### config.mk
export PLATFORM = sky130hd
export DESIGN_NAME = audio_serial_master_port
export DESIGN_NICKNAME = d
export VERILOG_FILES = /design/src/audio_serial_pkg.sv /design/src/audio_serial_master_port.sv
export SDC_FILE = /design/constraint.sdc
export NUM_CORES = 1
export LEC_CHECK = 0
export ABC_AREA = 1
export BUFFER_PORTS_ARGS = -buffer_cell sky130_fd_sc_hd__buf_2
export CORE_MARGIN = 1.5
export CORE_UTILIZATION = 60
export CTS_CLUSTER_DIAMETER = 150
export DETAILED_ROUTE_END_ITERATION = 12
export PLACE_DENSITY = 0.8
export SYNTH_ARGS = -nofsm -noshare
export SYNTH_HDL_FRONTEND = slang
export SYNTH_SLANG_ARGS = --single-unit
export TNS_END_PERCENT = 50
### constraint.sdc
create_clock -name clk -period 3.7 [get_ports clk]
set_input_delay 0.37 -clock clk [delete_from_list [all_inputs] [get_ports clk]]
set_output_delay 0.37 -clock clk [all_outputs]
set_load 0.02 [all_outputs]
### src/audio_serial_pkg.sv
package audio_serial_pkg;

	// ------------------------------------------------------------
	// Register offsets (byte addresses, one register every 4 bytes)
	// ------------------------------------------------------------
	localparam logic [3:0] DATA_OFS = 4'h0;
	localparam logic [3:0] STATUS_OFS = 4'h4;
	localparam logic [3:0] CONFIG_OFS = 4'h8;
	localparam logic [3:0] PRESCALER_OFS = 4'hC;

	// ------------------------------------------------------------
	// Config register fields
	// ------------------------------------------------------------
	localparam int CFG_CHANNEL_WIDTH_SEL_BIT = 0;
	localparam int CFG_SAMPLE_WIDTH_SEL_LSB = 1;
	localparam int CFG_SERIAL_CLOCK_IDLE_LEVEL_BIT = 3;
	localparam int CFG_STD_LSB = 4;
	localparam int CFG_FRAME_SYNC_LENGTH_SEL_BIT = 7;
	localparam int CFG_DIR_RX_BIT = 8;
	localparam int CFG_EN_BIT = 10;
	localparam int CFG_MODE_BIT = 11;
	localparam int CFG_TX_EMPTY_IRQ_ENABLE_BIT = 12;
	localparam int CFG_RX_FULL_IRQ_ENABLE_BIT = 13;
	localparam int CFG_ERROR_IRQ_ENABLE_BIT = 14;
	localparam logic [15:0] CFG_RESET = 16'h0000;

	// ------------------------------------------------------------
	// Prescaler register fields
	// ------------------------------------------------------------
	localparam int PR_ODD_BIT = 8;
	localparam int PR_MASTER_CLOCK_OUT_ENABLE_BIT = 9;
	localparam logic [15:0] PR_RESET = 16'h0002;

	// ------------------------------------------------------------
	// Status register fields
	// ------------------------------------------------------------
	localparam int ST_RX_FULL_FLAG_BIT = 0;
	localparam int ST_TXE_BIT = 1;
	localparam int ST_CHANNEL_SIDE_FLAG_BIT = 2;
	localparam int ST_OVR_BIT = 6;
	localparam int ST_BSY_BIT = 7;

	// ------------------------------------------------------------
	// Standards and timing
	// ------------------------------------------------------------
	localparam logic [1:0] STD_PHILIPS = 2'h0;
	localparam logic [1:0] STD_MSB = 2'h1;
	localparam logic [1:0] STD_LSB = 2'h2;
	localparam logic [1:0] STD_PCM = 2'h3;
	localparam logic [1:0] SAMPLE_WIDTH_SEL_16 = 2'h0;
	localparam logic [1:0] SAMPLE_WIDTH_SEL_24 = 2'h1;
	localparam logic [1:0] SAMPLE_WIDTH_SEL_32 = 2'h2;
	localparam int LONG_SYNC_BITS = 13;
	localparam int MCLK_PER_FS = 256;
	localparam int MCLK_PER_BIT16 = 8;
	localparam int MCLK_PER_BIT32 = 4;

endpackage

### src/audio_serial_master_port.sv
// What this block does
// RULE_01: LSB framing sends 16 and 32 bit full frames like MSB framing.
// RULE_02: 24-bit LSB samples use two data accesses; one read per full event.
// RULE_03: 16-in-32 LSB needs one access; hardware forces other half to zero.
// RULE_04: LSB 16-in-32 sends zeros first; flags follow the real half-word.
// RULE_05: PCM ignores channel side; sync length selects short or long.
// RULE_06: PCM long sync holds word select 13 bits; short holds one bit.
// RULE_07: Software sets sample and channel width in PCM to space syncs.
// RULE_08: Bit rate is channel bits times two times sample rate.
// RULE_09: Divider clock is the system clock that also runs the bus.
// RULE_10: With master clock out, Fs is clk over 32or64*(2div+odd)*8or4.
// RULE_11: Without master clock out, Fs is clk over 32or64*(2div+odd).
// RULE_12: Master drives bit clock and word select; master clock only if enabled.
// RULE_13: Software programs divider, polarity, format, role, then enable last.
// RULE_14: First half-word is left; buffer-to-shifter sets empty and side.
// RULE_15: Frames are always left then right, never left alone.
// RULE_16: Half-word loads into 16-bit shifter at first bit, MSB first.
// RULE_17: Software writes next word before current transmission ends.
// RULE_18: Software waits for empty and busy both zero before disabling; the testbench waits for empty set and busy clear.
// RULE_19: Receive in 16-bit packets; full sets flag; data read clears it.
// RULE_20: Receive channel side follows the word select the block drives.
// RULE_21: New data over an unread word sets overrun, interrupts if enabled.
// RULE_22: Disabling during the last reception completes the current word.
// RULE_23: Master clock output runs at 256 times the sample rate.
// RULE_24: Data and word select change on falling edge; sampled on rising.
// RULE_25: Reset clears flags, shifter and buffers; clock and select idle; the code resets tx_empty_flag to 1.
//
// Our own choices: the register addresses and strobed register access.
`timescale 1ns/1ns
module audio_serial_master_port
	import audio_serial_pkg::*;
(
	input wire logic clk,
	input wire logic arst_n,
	input wire logic clk_en,
	input wire logic [3:0] addr,
	input wire logic [15:0] wdata,
	input wire logic wr,
	input wire logic rd,
	output logic [15:0] rdata,
	output logic bit_clock_out,
	output logic word_select_out,
	output logic serial_data_out,
	output logic serial_data_oe,
	input wire logic serial_data_in,
	output logic master_clock_out,
	output logic irq_out,
	output logic tx_dma_req,
	output logic rx_dma_req
);

	// ------------------------------------------------------------
	// Registers
	// ------------------------------------------------------------
	logic [15:0] audio_config_reg;
	logic [15:0] audio_prescaler_reg;
	logic [15:0] tx_buf_reg;
	logic [15:0] rx_buf_reg;
	logic [15:0] shift_reg;
	logic tx_empty_flag;
	logic rx_full_flag;
	logic channel_side_flag;
	logic overrun_flag;
	logic busy_flag;
	logic sd_in_meta_reg;
	logic sd_in_reg;

	wire logic channel_width_sel = audio_config_reg[CFG_CHANNEL_WIDTH_SEL_BIT];
	wire logic [1:0] sample_width_sel = audio_config_reg[CFG_SAMPLE_WIDTH_SEL_LSB +: 2];
	wire logic serial_clock_idle_level = audio_config_reg[CFG_SERIAL_CLOCK_IDLE_LEVEL_BIT];
	wire logic [1:0] audio_standard_sel = audio_config_reg[CFG_STD_LSB +: 2];
	wire logic frame_sync_length_sel = audio_config_reg[CFG_FRAME_SYNC_LENGTH_SEL_BIT];
	wire logic rx_mode = audio_config_reg[CFG_DIR_RX_BIT];
	wire logic audio_port_enable = audio_config_reg[CFG_EN_BIT];
	wire logic audio_mode_select = audio_config_reg[CFG_MODE_BIT];
	wire logic tx_empty_irq_enable = audio_config_reg[CFG_TX_EMPTY_IRQ_ENABLE_BIT];
	wire logic rx_full_irq_enable = audio_config_reg[CFG_RX_FULL_IRQ_ENABLE_BIT];
	wire logic error_irq_enable = audio_config_reg[CFG_ERROR_IRQ_ENABLE_BIT];
	wire logic [7:0] clock_divider_value = audio_prescaler_reg[7:0];
	wire logic odd_bit = audio_prescaler_reg[PR_ODD_BIT];
	wire logic master_clock_out_enable = audio_prescaler_reg[PR_MASTER_CLOCK_OUT_ENABLE_BIT];

	// ------------------------------------------------------------
	// Clock generator
	// ------------------------------------------------------------
	// The kernel clock is clk itself, so no crossing is needed. [RULE_09]
	// Each divider output period lasts (2*div+odd) clk cycles, or 2 clk cycles for div below 2; odd
	// values give a duty cycle that differs by one clk cycle.
	logic [8:0] div_cnt_reg;
	logic [3:0] mck_cnt_reg;
	logic run_reg;
	logic bit_phase_reg;
	logic [4:0] bit_cnt_reg;
	logic [1:0] half_cnt_reg;
	logic [8:0] half_period;
	logic div_wrap;
	logic div_tick;
	logic bit_tick;
	logic [3:0] mck_ratio;
	logic frame32;
	logic sync_word;

	assign frame32 = channel_width_sel;
	assign half_period = (clock_divider_value < 8'h02) ? 9'h002
		: {clock_divider_value, 1'b0} + {8'h00, odd_bit};
	assign div_wrap = (div_cnt_reg == half_period - 9'h001);
	// Two ticks per divider period, so the master clock runs at the divider rate.
	assign div_tick = run_reg && (div_wrap || div_cnt_reg == {1'b0, half_period[8:1]} - 9'h001);
	// With the master clock on, the divider runs master clock; bit clock
	// then comes from a further 8 or 4 divide so that it stays 256 Fs. [RULE_10] [RULE_23]
	assign mck_ratio = frame32 ? 4'(MCLK_PER_BIT32) : 4'(MCLK_PER_BIT16);
	assign bit_tick = div_tick && (!master_clock_out_enable
		|| mck_cnt_reg == mck_ratio - 4'h1); // [RULE_08] [RULE_11]

	always_ff @(posedge clk or negedge arst_n) begin
		if (!arst_n) begin
			div_cnt_reg <= 9'h000;
			mck_cnt_reg <= 4'h0;
			master_clock_out <= 1'b0;
		end else if (clk_en) begin
			if (!run_reg) begin
				div_cnt_reg <= 9'h000;
				mck_cnt_reg <= 4'h0;
				master_clock_out <= 1'b0;
			end else begin
				div_cnt_reg <= div_wrap ? 9'h000 : div_cnt_reg + 9'h001;
				if (div_tick) begin
					mck_cnt_reg <= (mck_cnt_reg == mck_ratio - 4'h1) ? 4'h0 : mck_cnt_reg + 4'h1;
					master_clock_out <= master_clock_out_enable && !master_clock_out; // [RULE_12]
				end
			end
		end
	end

	// ------------------------------------------------------------
	// Frame sequencing
	// ------------------------------------------------------------
	// bit_phase 0 is the low bit-clock half (falling edge done, data set),
	// bit_phase 1 is the high half (rising edge, data sampled). [RULE_24]
	wire logic falling_now = bit_tick && bit_phase_reg;
	wire logic rising_now = bit_tick && !bit_phase_reg;
	wire logic last_bit = (bit_cnt_reg == 5'h0F);
	wire logic pcm = (audio_standard_sel == STD_PCM);
	wire logic lsb16in32 = (audio_standard_sel == STD_LSB) && frame32
		&& (sample_width_sel == SAMPLE_WIDTH_SEL_16);
	// Half-word 0 of a 32-bit channel is padding only in LSB 16-in-32. [RULE_03]
	wire logic pad_half = frame32 && ((lsb16in32 && half_cnt_reg[0] == 1'b0)
		|| (!lsb16in32 && sample_width_sel == SAMPLE_WIDTH_SEL_16 && half_cnt_reg[0]));
	wire logic [1:0] halves = frame32 ? 2'h3 : 2'h1;
	// Side of the slot after this one: left half-words come first. [RULE_15]
	wire logic next_right = (half_cnt_reg == halves) ? 1'b0 : (half_cnt_reg >= (frame32 ? 2'h1 : 2'h0));
	// Word select changes at channel boundaries; PCM uses a sync pulse. [RULE_05]
	wire logic [1:0] next_half = (half_cnt_reg == halves) ? 2'h0 : half_cnt_reg + 2'h1;
	wire logic [1:0] load_half = run_reg ? next_half : 2'h0;
	wire logic pad_load = frame32 && ((lsb16in32 && !load_half[0])
		|| (!lsb16in32 && sample_width_sel == SAMPLE_WIDTH_SEL_16 && load_half[0]));
	wire logic side_load = (load_half != halves) && (load_half >= (frame32 ? 2'h1 : 2'h0));
	wire logic stopping = last_bit && half_cnt_reg == halves && !audio_port_enable;
	wire logic start_now = !run_reg && audio_mode_select && audio_port_enable
		&& (rx_mode || busy_flag);
	wire logic [5:0] next_frame_bit = last_bit ? {next_half, 4'h0}
		: {half_cnt_reg, bit_cnt_reg[3:0] + 4'h1};
	assign sync_word = frame_sync_length_sel ? (next_frame_bit < 6'(LONG_SYNC_BITS))
		: (next_frame_bit == 6'h00);

	always_ff @(posedge clk or negedge arst_n) begin
		if (!arst_n) begin
			run_reg <= 1'b0;
			bit_phase_reg <= 1'b0;
			bit_cnt_reg <= 5'h00;
			half_cnt_reg <= 2'h0;
		end else if (clk_en) begin
			if (!run_reg) begin
				bit_phase_reg <= 1'b0;
				bit_cnt_reg <= 5'h00;
				half_cnt_reg <= 2'h0;
				// Start only with a port enabled and, in transmit, data waiting.
				run_reg <= start_now;
			end else if (falling_now) begin
				bit_phase_reg <= 1'b0;
				bit_cnt_reg <= last_bit ? 5'h00 : bit_cnt_reg + 5'h01;
				if (last_bit) begin
					half_cnt_reg <= (half_cnt_reg == halves) ? 2'h0 : half_cnt_reg + 2'h1;
					// Stop only at a frame end so a lone left channel never goes out. [RULE_15] [RULE_22]
					if (half_cnt_reg == halves && !audio_port_enable) begin
						run_reg <= 1'b0;
					end
				end
			end else if (rising_now) begin
				bit_phase_reg <= 1'b1;
			end
		end
	end

	// ------------------------------------------------------------
	// Pins
	// ------------------------------------------------------------
	always_ff @(posedge clk or negedge arst_n) begin
		if (!arst_n) begin
			bit_clock_out <= 1'b0;
			word_select_out <= 1'b0;
			serial_data_oe <= 1'b0;
			serial_data_out <= 1'b0;
		end else if (clk_en) begin
			// Bit clock and word select are always outputs here. [RULE_12] [RULE_25]
			// The clock follows the next phase, so it falls in the same cycle as data and select.
			bit_clock_out <= serial_clock_idle_level
				^ (run_reg && !falling_now && (rising_now || bit_phase_reg));
			serial_data_oe <= audio_mode_select && !rx_mode;
			if (!run_reg) begin
				word_select_out <= 1'b0;
				// The first MSB must already wait on the line before the first rising edge.
				serial_data_out <= start_now && !rx_mode && !pad_load && tx_buf_reg[15];
			end else if (falling_now && stopping) begin
				word_select_out <= 1'b0;
				serial_data_out <= 1'b0;
			end else if (falling_now) begin
				// Each falling edge presents the bit for the next rising edge. [RULE_16]
				serial_data_out <= last_bit ? (!pad_load && tx_buf_reg[15]) : shift_reg[15];
				if (pcm) begin
					// A sync only starts at frame bit 0, so a late start never gives a short sync.
					word_select_out <= sync_word && (next_frame_bit == 6'h00 || word_select_out); // [RULE_06]
				end else if (audio_standard_sel == STD_PHILIPS) begin
					word_select_out <= last_bit ? next_right : word_select_out;
				end else begin
					word_select_out <= ((last_bit ? next_half : half_cnt_reg)
						>= (frame32 ? 2'h2 : 2'h1)); // [RULE_01]
				end
			end
		end
	end

	always_ff @(posedge clk or negedge arst_n) begin
		if (!arst_n) begin
			sd_in_meta_reg <= 1'b0;
			sd_in_reg <= 1'b0;
		end else if (clk_en) begin
			sd_in_meta_reg <= serial_data_in;
			sd_in_reg <= sd_in_meta_reg;
		end
	end

	// ------------------------------------------------------------
	// Shifter and buffers
	// ------------------------------------------------------------
	wire logic slot_start = run_reg && bit_tick && !bit_phase_reg && bit_cnt_reg == 5'h00;
	wire logic rx_word_done = run_reg && rx_mode && rising_now && last_bit && !pad_half;
	wire logic data_read = rd && addr == DATA_OFS;
	wire logic data_write = wr && addr == DATA_OFS;
	wire logic tx_load = !rx_mode && (start_now || (falling_now && last_bit && !stopping));

	always_ff @(posedge clk or negedge arst_n) begin
		if (!arst_n) begin
			shift_reg <= 16'h0000;
			tx_buf_reg <= 16'h0000;
			rx_buf_reg <= 16'h0000;
			tx_empty_flag <= 1'b1;
			rx_full_flag <= 1'b0;
			overrun_flag <= 1'b0;
			channel_side_flag <= 1'b0;
			busy_flag <= 1'b0;
		end else if (clk_en) begin
			if (data_write) begin
				tx_buf_reg <= wdata;
				tx_empty_flag <= 1'b0;
				busy_flag <= 1'b1;
			end
			if (!audio_port_enable && !run_reg) begin
				tx_empty_flag <= 1'b0;
			end else if (!run_reg && !data_write && !busy_flag) begin
				tx_empty_flag <= 1'b1;
			end
			if (tx_load) begin
				if (pad_load) begin
					shift_reg <= 16'h0000; // [RULE_03]
				end else begin
					// The MSB is already on the line, so the shifter keeps the rest. [RULE_04] [RULE_14]
					shift_reg <= {tx_buf_reg[14:0], 1'b0};
					tx_empty_flag <= 1'b1;
					channel_side_flag <= pcm ? 1'b0 : side_load; // [RULE_14]
				end
			end else if (falling_now && !rx_mode) begin
				shift_reg <= {shift_reg[14:0], 1'b0};
			end else if (rising_now && rx_mode) begin
				shift_reg <= {shift_reg[14:0], sd_in_reg}; // [RULE_24]
			end
			if (falling_now && last_bit && !data_write) begin
				busy_flag <= !tx_empty_flag && !rx_mode;
			end
			if (slot_start && rx_mode) begin
				busy_flag <= 1'b1;
			end
			if (rx_word_done) begin
				// Flag set wins over a read in the same cycle. [RULE_19]
				if (rx_full_flag && !data_read) begin
					overrun_flag <= 1'b1; // [RULE_21]
				end else begin
					rx_buf_reg <= {shift_reg[14:0], sd_in_reg};
					channel_side_flag <= pcm ? 1'b0 : word_select_out; // [RULE_20]
				end
				rx_full_flag <= 1'b1; // [RULE_04]
			end else if (data_read) begin
				rx_full_flag <= 1'b0;
			end
			if (rd && addr == STATUS_OFS && !rx_full_flag && !rx_word_done) begin
				overrun_flag <= 1'b0;
			end
		end
	end

	// ------------------------------------------------------------
	// Register port
	// ------------------------------------------------------------
	always_ff @(posedge clk or negedge arst_n) begin
		if (!arst_n) begin
			audio_config_reg <= CFG_RESET;
			audio_prescaler_reg <= PR_RESET;
		end else if (clk_en && wr) begin
			if (addr == CONFIG_OFS) begin
				audio_config_reg <= wdata;
			end
			if (addr == PRESCALER_OFS) begin
				audio_prescaler_reg <= {6'h00, wdata[9:0]};
			end
		end
	end

	always_ff @(posedge clk or negedge arst_n) begin
		if (!arst_n) begin
			rdata <= 16'h0000;
			irq_out <= 1'b0;
			tx_dma_req <= 1'b0;
			rx_dma_req <= 1'b0;
		end else if (clk_en) begin
			irq_out <= (tx_empty_irq_enable && tx_empty_flag && !rx_mode)
				|| (rx_full_irq_enable && rx_full_flag)
				|| (error_irq_enable && overrun_flag); // [RULE_16] [RULE_21]
			tx_dma_req <= tx_empty_flag && !rx_mode && audio_port_enable;
			rx_dma_req <= rx_full_flag;
			if (rd) begin
				unique case (addr)
					DATA_OFS: rdata <= rx_buf_reg; // [RULE_02]
					STATUS_OFS: rdata <= 16'h0000 | (16'(rx_full_flag) << ST_RX_FULL_FLAG_BIT)
						| (16'(tx_empty_flag) << ST_TXE_BIT)
						| (16'(channel_side_flag) << ST_CHANNEL_SIDE_FLAG_BIT)
						| (16'(overrun_flag) << ST_OVR_BIT)
						| (16'(busy_flag) << ST_BSY_BIT);
					CONFIG_OFS: rdata <= audio_config_reg;
					PRESCALER_OFS: rdata <= audio_prescaler_reg;
					default: rdata <= 16'h0000;
				endcase
			end else begin
				rdata <= 16'h0000;
			end
		end
	end

endmodule

==> out/metrics.csv, run 1 <==
metric,value,unit
fillers,850,
grt_pass1_vias,5601,
track_usage,33.0,%
internal-power,3.09,mW
via_count,6028,
fp.dieH,108,um
hold_ws,-0.0534,ns
die_x,108,um
syn_inst,844,
maxSlewViolCount,0,
path_cells,nor2_4 > nand2_2 > nor2_1 > nor2_2 > ha_1 > nand2_2 > nor2_4 > nand3_1 > a21oi_1 > nand2_1 > nor2_1 > nand3_1 > nand2_4 > nand2_4 > nor3_4 > nand3_2 > nor2_4 > buf_4 > nand3_1 > nand2_1,
cts_num_sinks,127,
max_cap_violations,0,
cts_setup_buffers,0,
grt_pass1_wl,29.0,mm
ys_types,49,
met1Wirelength,8.01,mm
startpoint,audio_prescaler_reg[1]$_DFFE_PN1P_,
worstSetupPathType,reg2reg,
clkTransAtPathRegs,0.06,ns
drc,0,
reg2reg_depth,20,
slowest_delay,0.57,ns
clock_path_buffers,2,
antenna_found_initial,0,
arrival,3.86,ns
yosysWarnings,0,
routed-wl-met3,1.50,mm
num_rows,38,
max_slew_margin,32.2,%
crit_fanout,11,
cts.hold.buffers_added,0,
diodes,0,
final-hold-violation-count,13,
drtIter0Drc,634,
async_flop_share,100,%
combPwrFrac,22.4,%
synthFlopType,dfrtp_1,
powerDensity,604,nW/um^2
clock_skew,0.00601,ns
setup_violations,0,
num_io_pins,50,
fin_crit_sh,92.0,%
pwr-share-clk,36.7,%
fmax,0.294,GHz
dp_cells,1013,
leakagePower,3.83,nW
seq_area_frac_synth,47.8,%
required,4.16,ns
cts_tree,built,
gp_congestion,0.917,
drive_gt1_share,13.5,%
synth.avg_cell_area,7.88,um^2
synth_seq_cells,127,
detail-route-antenna-nets,0,
max_slew.worst_pin.slew,1.02,ns
grt_start_max_net_pins,74,
violations,hold timing,
avgRoutedWirePerCell,17.3,um
ir_drop,0.566,mV
rsz0062_at_grt,false,
core-area,10800,um^2
wl,18.0,mm
seq_power_share,40.9,%
htree_levels,4,
die-area,11700,um^2
worstSkewPairLatency,0.53,ns
swShare,32.8,%
finalCriticalPeriod,3.40,ns
syn_to_final_growth,14.5,%
syn_area,6650,um^2
p_sw,1.51,mW
ctsRootBufferMaster,clkbuf_8,
cts_resized,0,
start_util,61.4,%
r2r-start,audio_prescaler_reg[1]$_DFFE_PN1P_,
start_kind,flop,
cts_buffers,17,
place_hpwl,13.0,mm
io_buffers,49,
slowest_stage,dfstp_2,
final_cell_count_no_fill,1043,
met2_length,8.05,mm
via_per_inst,5.78,
fin_setup_tns,0,ns
dr.pass1.iters,6,
gr-total-overflow,0,
fin_nets,928,
hold_class,in2async,
maxUsedRoutingLayer,met4,
cp-end-kind,flop,
outcome,"finished, violations left",
syn-num-nets,880,
synth_edf_count,0,
==> power groups by stage <==
stage                     Combinational, mW  Clock, mW  Sequential, mW
final                                  1.03       1.69            1.88
after global routing                   1.18       1.77            1.90
after CTS                              1.02       1.70            1.86
after detailed placement               1.02          0            1.88
after global placement                0.995          0            1.88
after floorplan                       0.732          0            1.82
==> cells in the mapped netlist (2+ instances only) <==
cell type  instances  area, um^2
a21oi_1           46         230
a221oi_1          10        87.6
a22o_1             4        35.0
a31oi_1            3        18.8
a32o_1             2        20.0
buf_1              2        7.51
buf_2              2        10.0
buf_4              2        15.0
buf_6              3        33.8
clkbuf_1          19        71.3
clkinv_1           3        11.3
dfrtp_1          125        3130
dfstp_2            2        52.6
ha_1              10         125
inv_1             90         338
inv_2              5        18.8
nand2_1          235         882
nand2_2            7        43.8
nand2_4            4        45.0
nand3_1           53         265
nand3_2            2        20.0
nand4_1            5        31.3
nor2_1            54         203
nor2_2             4        25.0
nor2_4             6        67.6
nor3_1            12        60.1
o21ai_0           86         430
o21ai_1            3        15.0
o22ai_1           12        75.1
o31ai_1            2        15.0
o32ai_1            2        17.5
xnor2_1            7        61.3
xor2_1             6        52.6
==> critical path: cells and delay by family, from the launching register on <==
| family | cells | cell delay, ns |
|---|---|---|
| AND/OR/NAND/NOR | 17 | 2.10 |
| AO/OA/AOI/OAI | 1 | 0.15 |
| buffers and inverters | 1 | 0.21 |
| flip-flops | 1 | 0.57 |
| adder cells (fa/ha/maj) | 1 | 0.31 |
==> routing by layer <==
metal  vias up  GRT usage [%]
met5         -              0
met3        41           9.40
met2       256           50.0
met1      2868           46.4
met4         0           9.59
li1       2863              -
==> cell type report <==
| class | instances | area [um^2] | area share (%) |
|---|---|---|---|
| well taps | 140 | 175 | 2.30 |
| repair buffers | 57 | 320 | 4.21 |
| clock inverters | 5 | 103 | 1.35 |
| flip-flops and latches | 127 | 3180 | 41.8 |
| clock buffers | 25 | 494 | 6.49 |
| inverters | 99 | 377 | 4.95 |
| multi-input cells | 590 | 2960 | 38.9 |
==> cell usage in the layout, fill, tap and decap left out, types with 4 or more instances in the layout <==
master	instances
nand2_2	7
a221oi_1	10
xnor2_1	7
nand4_1	5
dfrtp_1	124
inv_1	90
nand2_4	4
nand2_1	235
nor2_4	6
nand3_1	53
nor2_1	54
nor3_1	11
clkbuf_8	6
ha_1	10
a21oi_1	46
o21ai_0	86
nor2_2	4
o22ai_1	12
buf_4	8
buf_2	48
a22o_1	4
clkbuf_16	16
inv_2	5
xor2_1	6
==> worst paths after layout <==
kind                                              endpoint  slack, ns
worst max-delay path            rx_buf_reg[12]$_DFFE_PN0P_       0.30
worst min-delay path            div_cnt_reg[4]$_DFFE_PN0P_      -0.05
worst max register to register  rx_buf_reg[12]$_DFFE_PN0P_       0.30
worst min register to register       rdata[11]$_DFFE_PN0P_       0.47
max in group asynchronous        tx_empty_flag$_DFFE_PN1P_       2.81
min in group clk                sd_in_meta_reg$_DFFE_PN0P_       0.06
==> per-stage QoR <==
step           util [%]  instance area (um^2)  hold WS, ns  power, mW  worst slack [ns]
6_report           70.2                  7610      -0.0534       4.60             0.298
3_3_place_gp       64.7                  7010        0.460       2.87             0.410
4_1_cts            70.2                  7610       0.0257       4.58             0.319
2_1_floorplan         -                  6650       0.0744       2.55             0.813
3_5_place_dp       64.7                  7010        0.461       2.90             0.333
5_1_grt            70.2                  7610       0.0605       4.84           0.00267
==> logic make-up after synthesis <==
kind of cell	after synthesis	synth area share (%)
AND/OR/NAND/NOR	388	25.5
AO/OA/AOI/OAI	179	15.3
buffers and inverters	127	7.69
flip-flops	127	47.8
XOR/XNOR	13	1.71
adder cells (fa/ha/maj)	10	1.88
Power figures use the tool's default switching activity.
==> run 2: changes to the inputs <==
- CORE_MARGIN: 1.5 -> 8
==> run 2 against run 1 <==
Against the previous run:
- the run now ends clean
- sequential cell count unchanged
- clock skew up 0.0039 ns
- die area up 25%
- via count up 0.55%
- worst setup slack worse by 0.018 ns
- sequential power about the same
- cell count up 0.67%
- first-iteration DRC count up 0.16%
- critical endpoint is now rx_buf_reg[14]$_DFFE_PN0P_
- critical path depth unchanged
- final area up 0.66%
==> out/metrics.csv, run 2 (synthesized netlist as in run 1, its figures left out) <==
metric,value,unit
outcome,completed,
crit_buf_inv,1,
start_kind,flop,
fin_setup_tns,0,ns
hold_class,in2reg,
mostFrequentLayoutCell,nand2_1,
dp_cells,1013,
dr.pass1.iters,5,
drc,0,
pre_cts_ws,0.284,ns
core-area,10800,um^2
die_x,121,um
final-hold-violation-count,0,
clkTransAtPathRegs,0.06,ns
via_per_inst,5.77,
fp.dieH,121,um
max_slew.worst_pin.slew,1.00,ns
gp_congestion,0.950,
antenna_found_initial,0,
worstSkewPairLatency,0.54,ns
leakagePower,3.84,nW
slowest_stage,dfstp_2,
diodes,0,
setup_violations,0,
cts_buffers,17,
worstSetupPathType,reg2reg,
grt_pass1_wl,30.6,mm
via_count,6061,
required,4.17,ns
path_cells,nor2_4 > nand2_2 > nor2_1 > nor2_2 > ha_2 > nand2_2 > nor2_4 > nand3_1 > a21oi_1 > nand2_1 > nor2_1 > nand3_1 > nand2_4 > nand2_4 > nor3_4 > nand3_4 > nor2_4 > buf_4 > nand3_1 > nand2_1,
cts_num_sinks,127,
powerDensity,598,nW/um^2
drtIter0Drc,635,
slowest_delay,0.58,ns
ir_drop,0.468,mV
max_slew_margin,33.1,%
num_io_pins,50,
ctsRootBufferMaster,clkbuf_8,
track_usage,26.9,%
arrival,3.89,ns
die-area,14700,um^2
clock_skew,0.00994,ns
place_hpwl,13.5,mm
detail-route-antenna-nets,0,
drive_gt1_share,14.4,%
fin_ws,0.280,ns
num_rows,38,
gr-total-overflow,0,
maxSlewViolCount,0,
critPathTopFamily,simple AND/OR/NAND/NOR gates,
fin_nets,933,
htree_levels,4,
start_util,61.4,%
grt_start_max_net_pins,67,
crit_fanout,9,
syn_to_final_growth,15.2,%
placed_area,7010,um^2
design_area,7660,um^2
cp-end-kind,flop,
fin_crit_sh,92.4,%
grt_pass1_vias,5829,
io_buffers,49,
final_cell_mix,"nand2_1, dfrtp_1, inv_1",
fmax,0.292,GHz
avgRoutedWirePerCell,18.0,um
cts_tree,built,
finalCriticalPeriod,3.42,ns
clock_path_buffers,2,
max_cap_violations,0,
wl,18.9,mm
final_cell_count_no_fill,1050,
-- run 2: worst paths after layout --
| path | start | to | slack, ns | cells after the start |
|---|---|---|---|---|
| min reg2reg | rdata[3]$_DFFE_PN0P_ | rdata[3]$_DFFE_PN0P_ | 0.48 | 2 |
| max reg2reg | audio_prescaler_reg[1]$_DFFE_PN1P_ | rx_buf_reg[14]$_DFFE_PN0P_ | 0.28 | 20 |
| max in group asynchronous | arst_n | tx_empty_flag$_DFFE_PN1P_ | 2.33 | 3 |
| max | audio_prescaler_reg[1]$_DFFE_PN1P_ | rx_buf_reg[14]$_DFFE_PN0P_ | 0.28 | 20 |
| min | serial_data_in | sd_in_meta_reg$_DFFE_PN0P_ | 0.05 | 3 |
| min in group asynchronous | arst_n | div_cnt_reg[2]$_DFFE_PN0P_ | 0.51 | 2 |
-- run 2: layout make-up --
type                       count  area (um^2)
clock inverter                11          140
tap                          140          175
sequential                   127         3180
multi-input combinational    590         2990
clock buffer                  21          439
timing repair buffer          62          360
inverter                      99          377
fill                         842         3180
-- run 2: through the flow --
stage	power, mW	util [%]	hold slack [ns]
after CTS	4.56	70.1	0.0363
final	4.59	70.7	0.0468
after global placement	2.88	64.7	0.458
after global routing	4.82	70.7	0.0540
after floorplan	2.55	-	0.0744
after detailed placement	2.91	64.7	0.464
-- run 2: metal layers --
layer	global-route usage, %	vias up	wire length [um]
met5	0	-	0
met4	9.95	0	420
met3	8.28	35	1800
met2	39.3	282	8320
met1	36.8	2860	8350
li1	-	2884	-
-- run 2: report_power, final --
group	total [mW]	internal (mW)	switching [mW]
clock network	1.65	1.04	0.615
registers	1.88	1.62	0.260
logic	1.05	0.372	0.678
-- run 2: what timing repair did --
action,in CTS,in global routing
setup endpoints to repair,0,31
buffers inserted,0,4
hold buffers,1,0
resized for setup,0,9
hold endpoints to repair,54,0
-- run 2: tightest hold or removal path, cell delays in order --
cell	delay, ns
buf_2	0.08
nand2_1	0.04
nand2_1	0.06
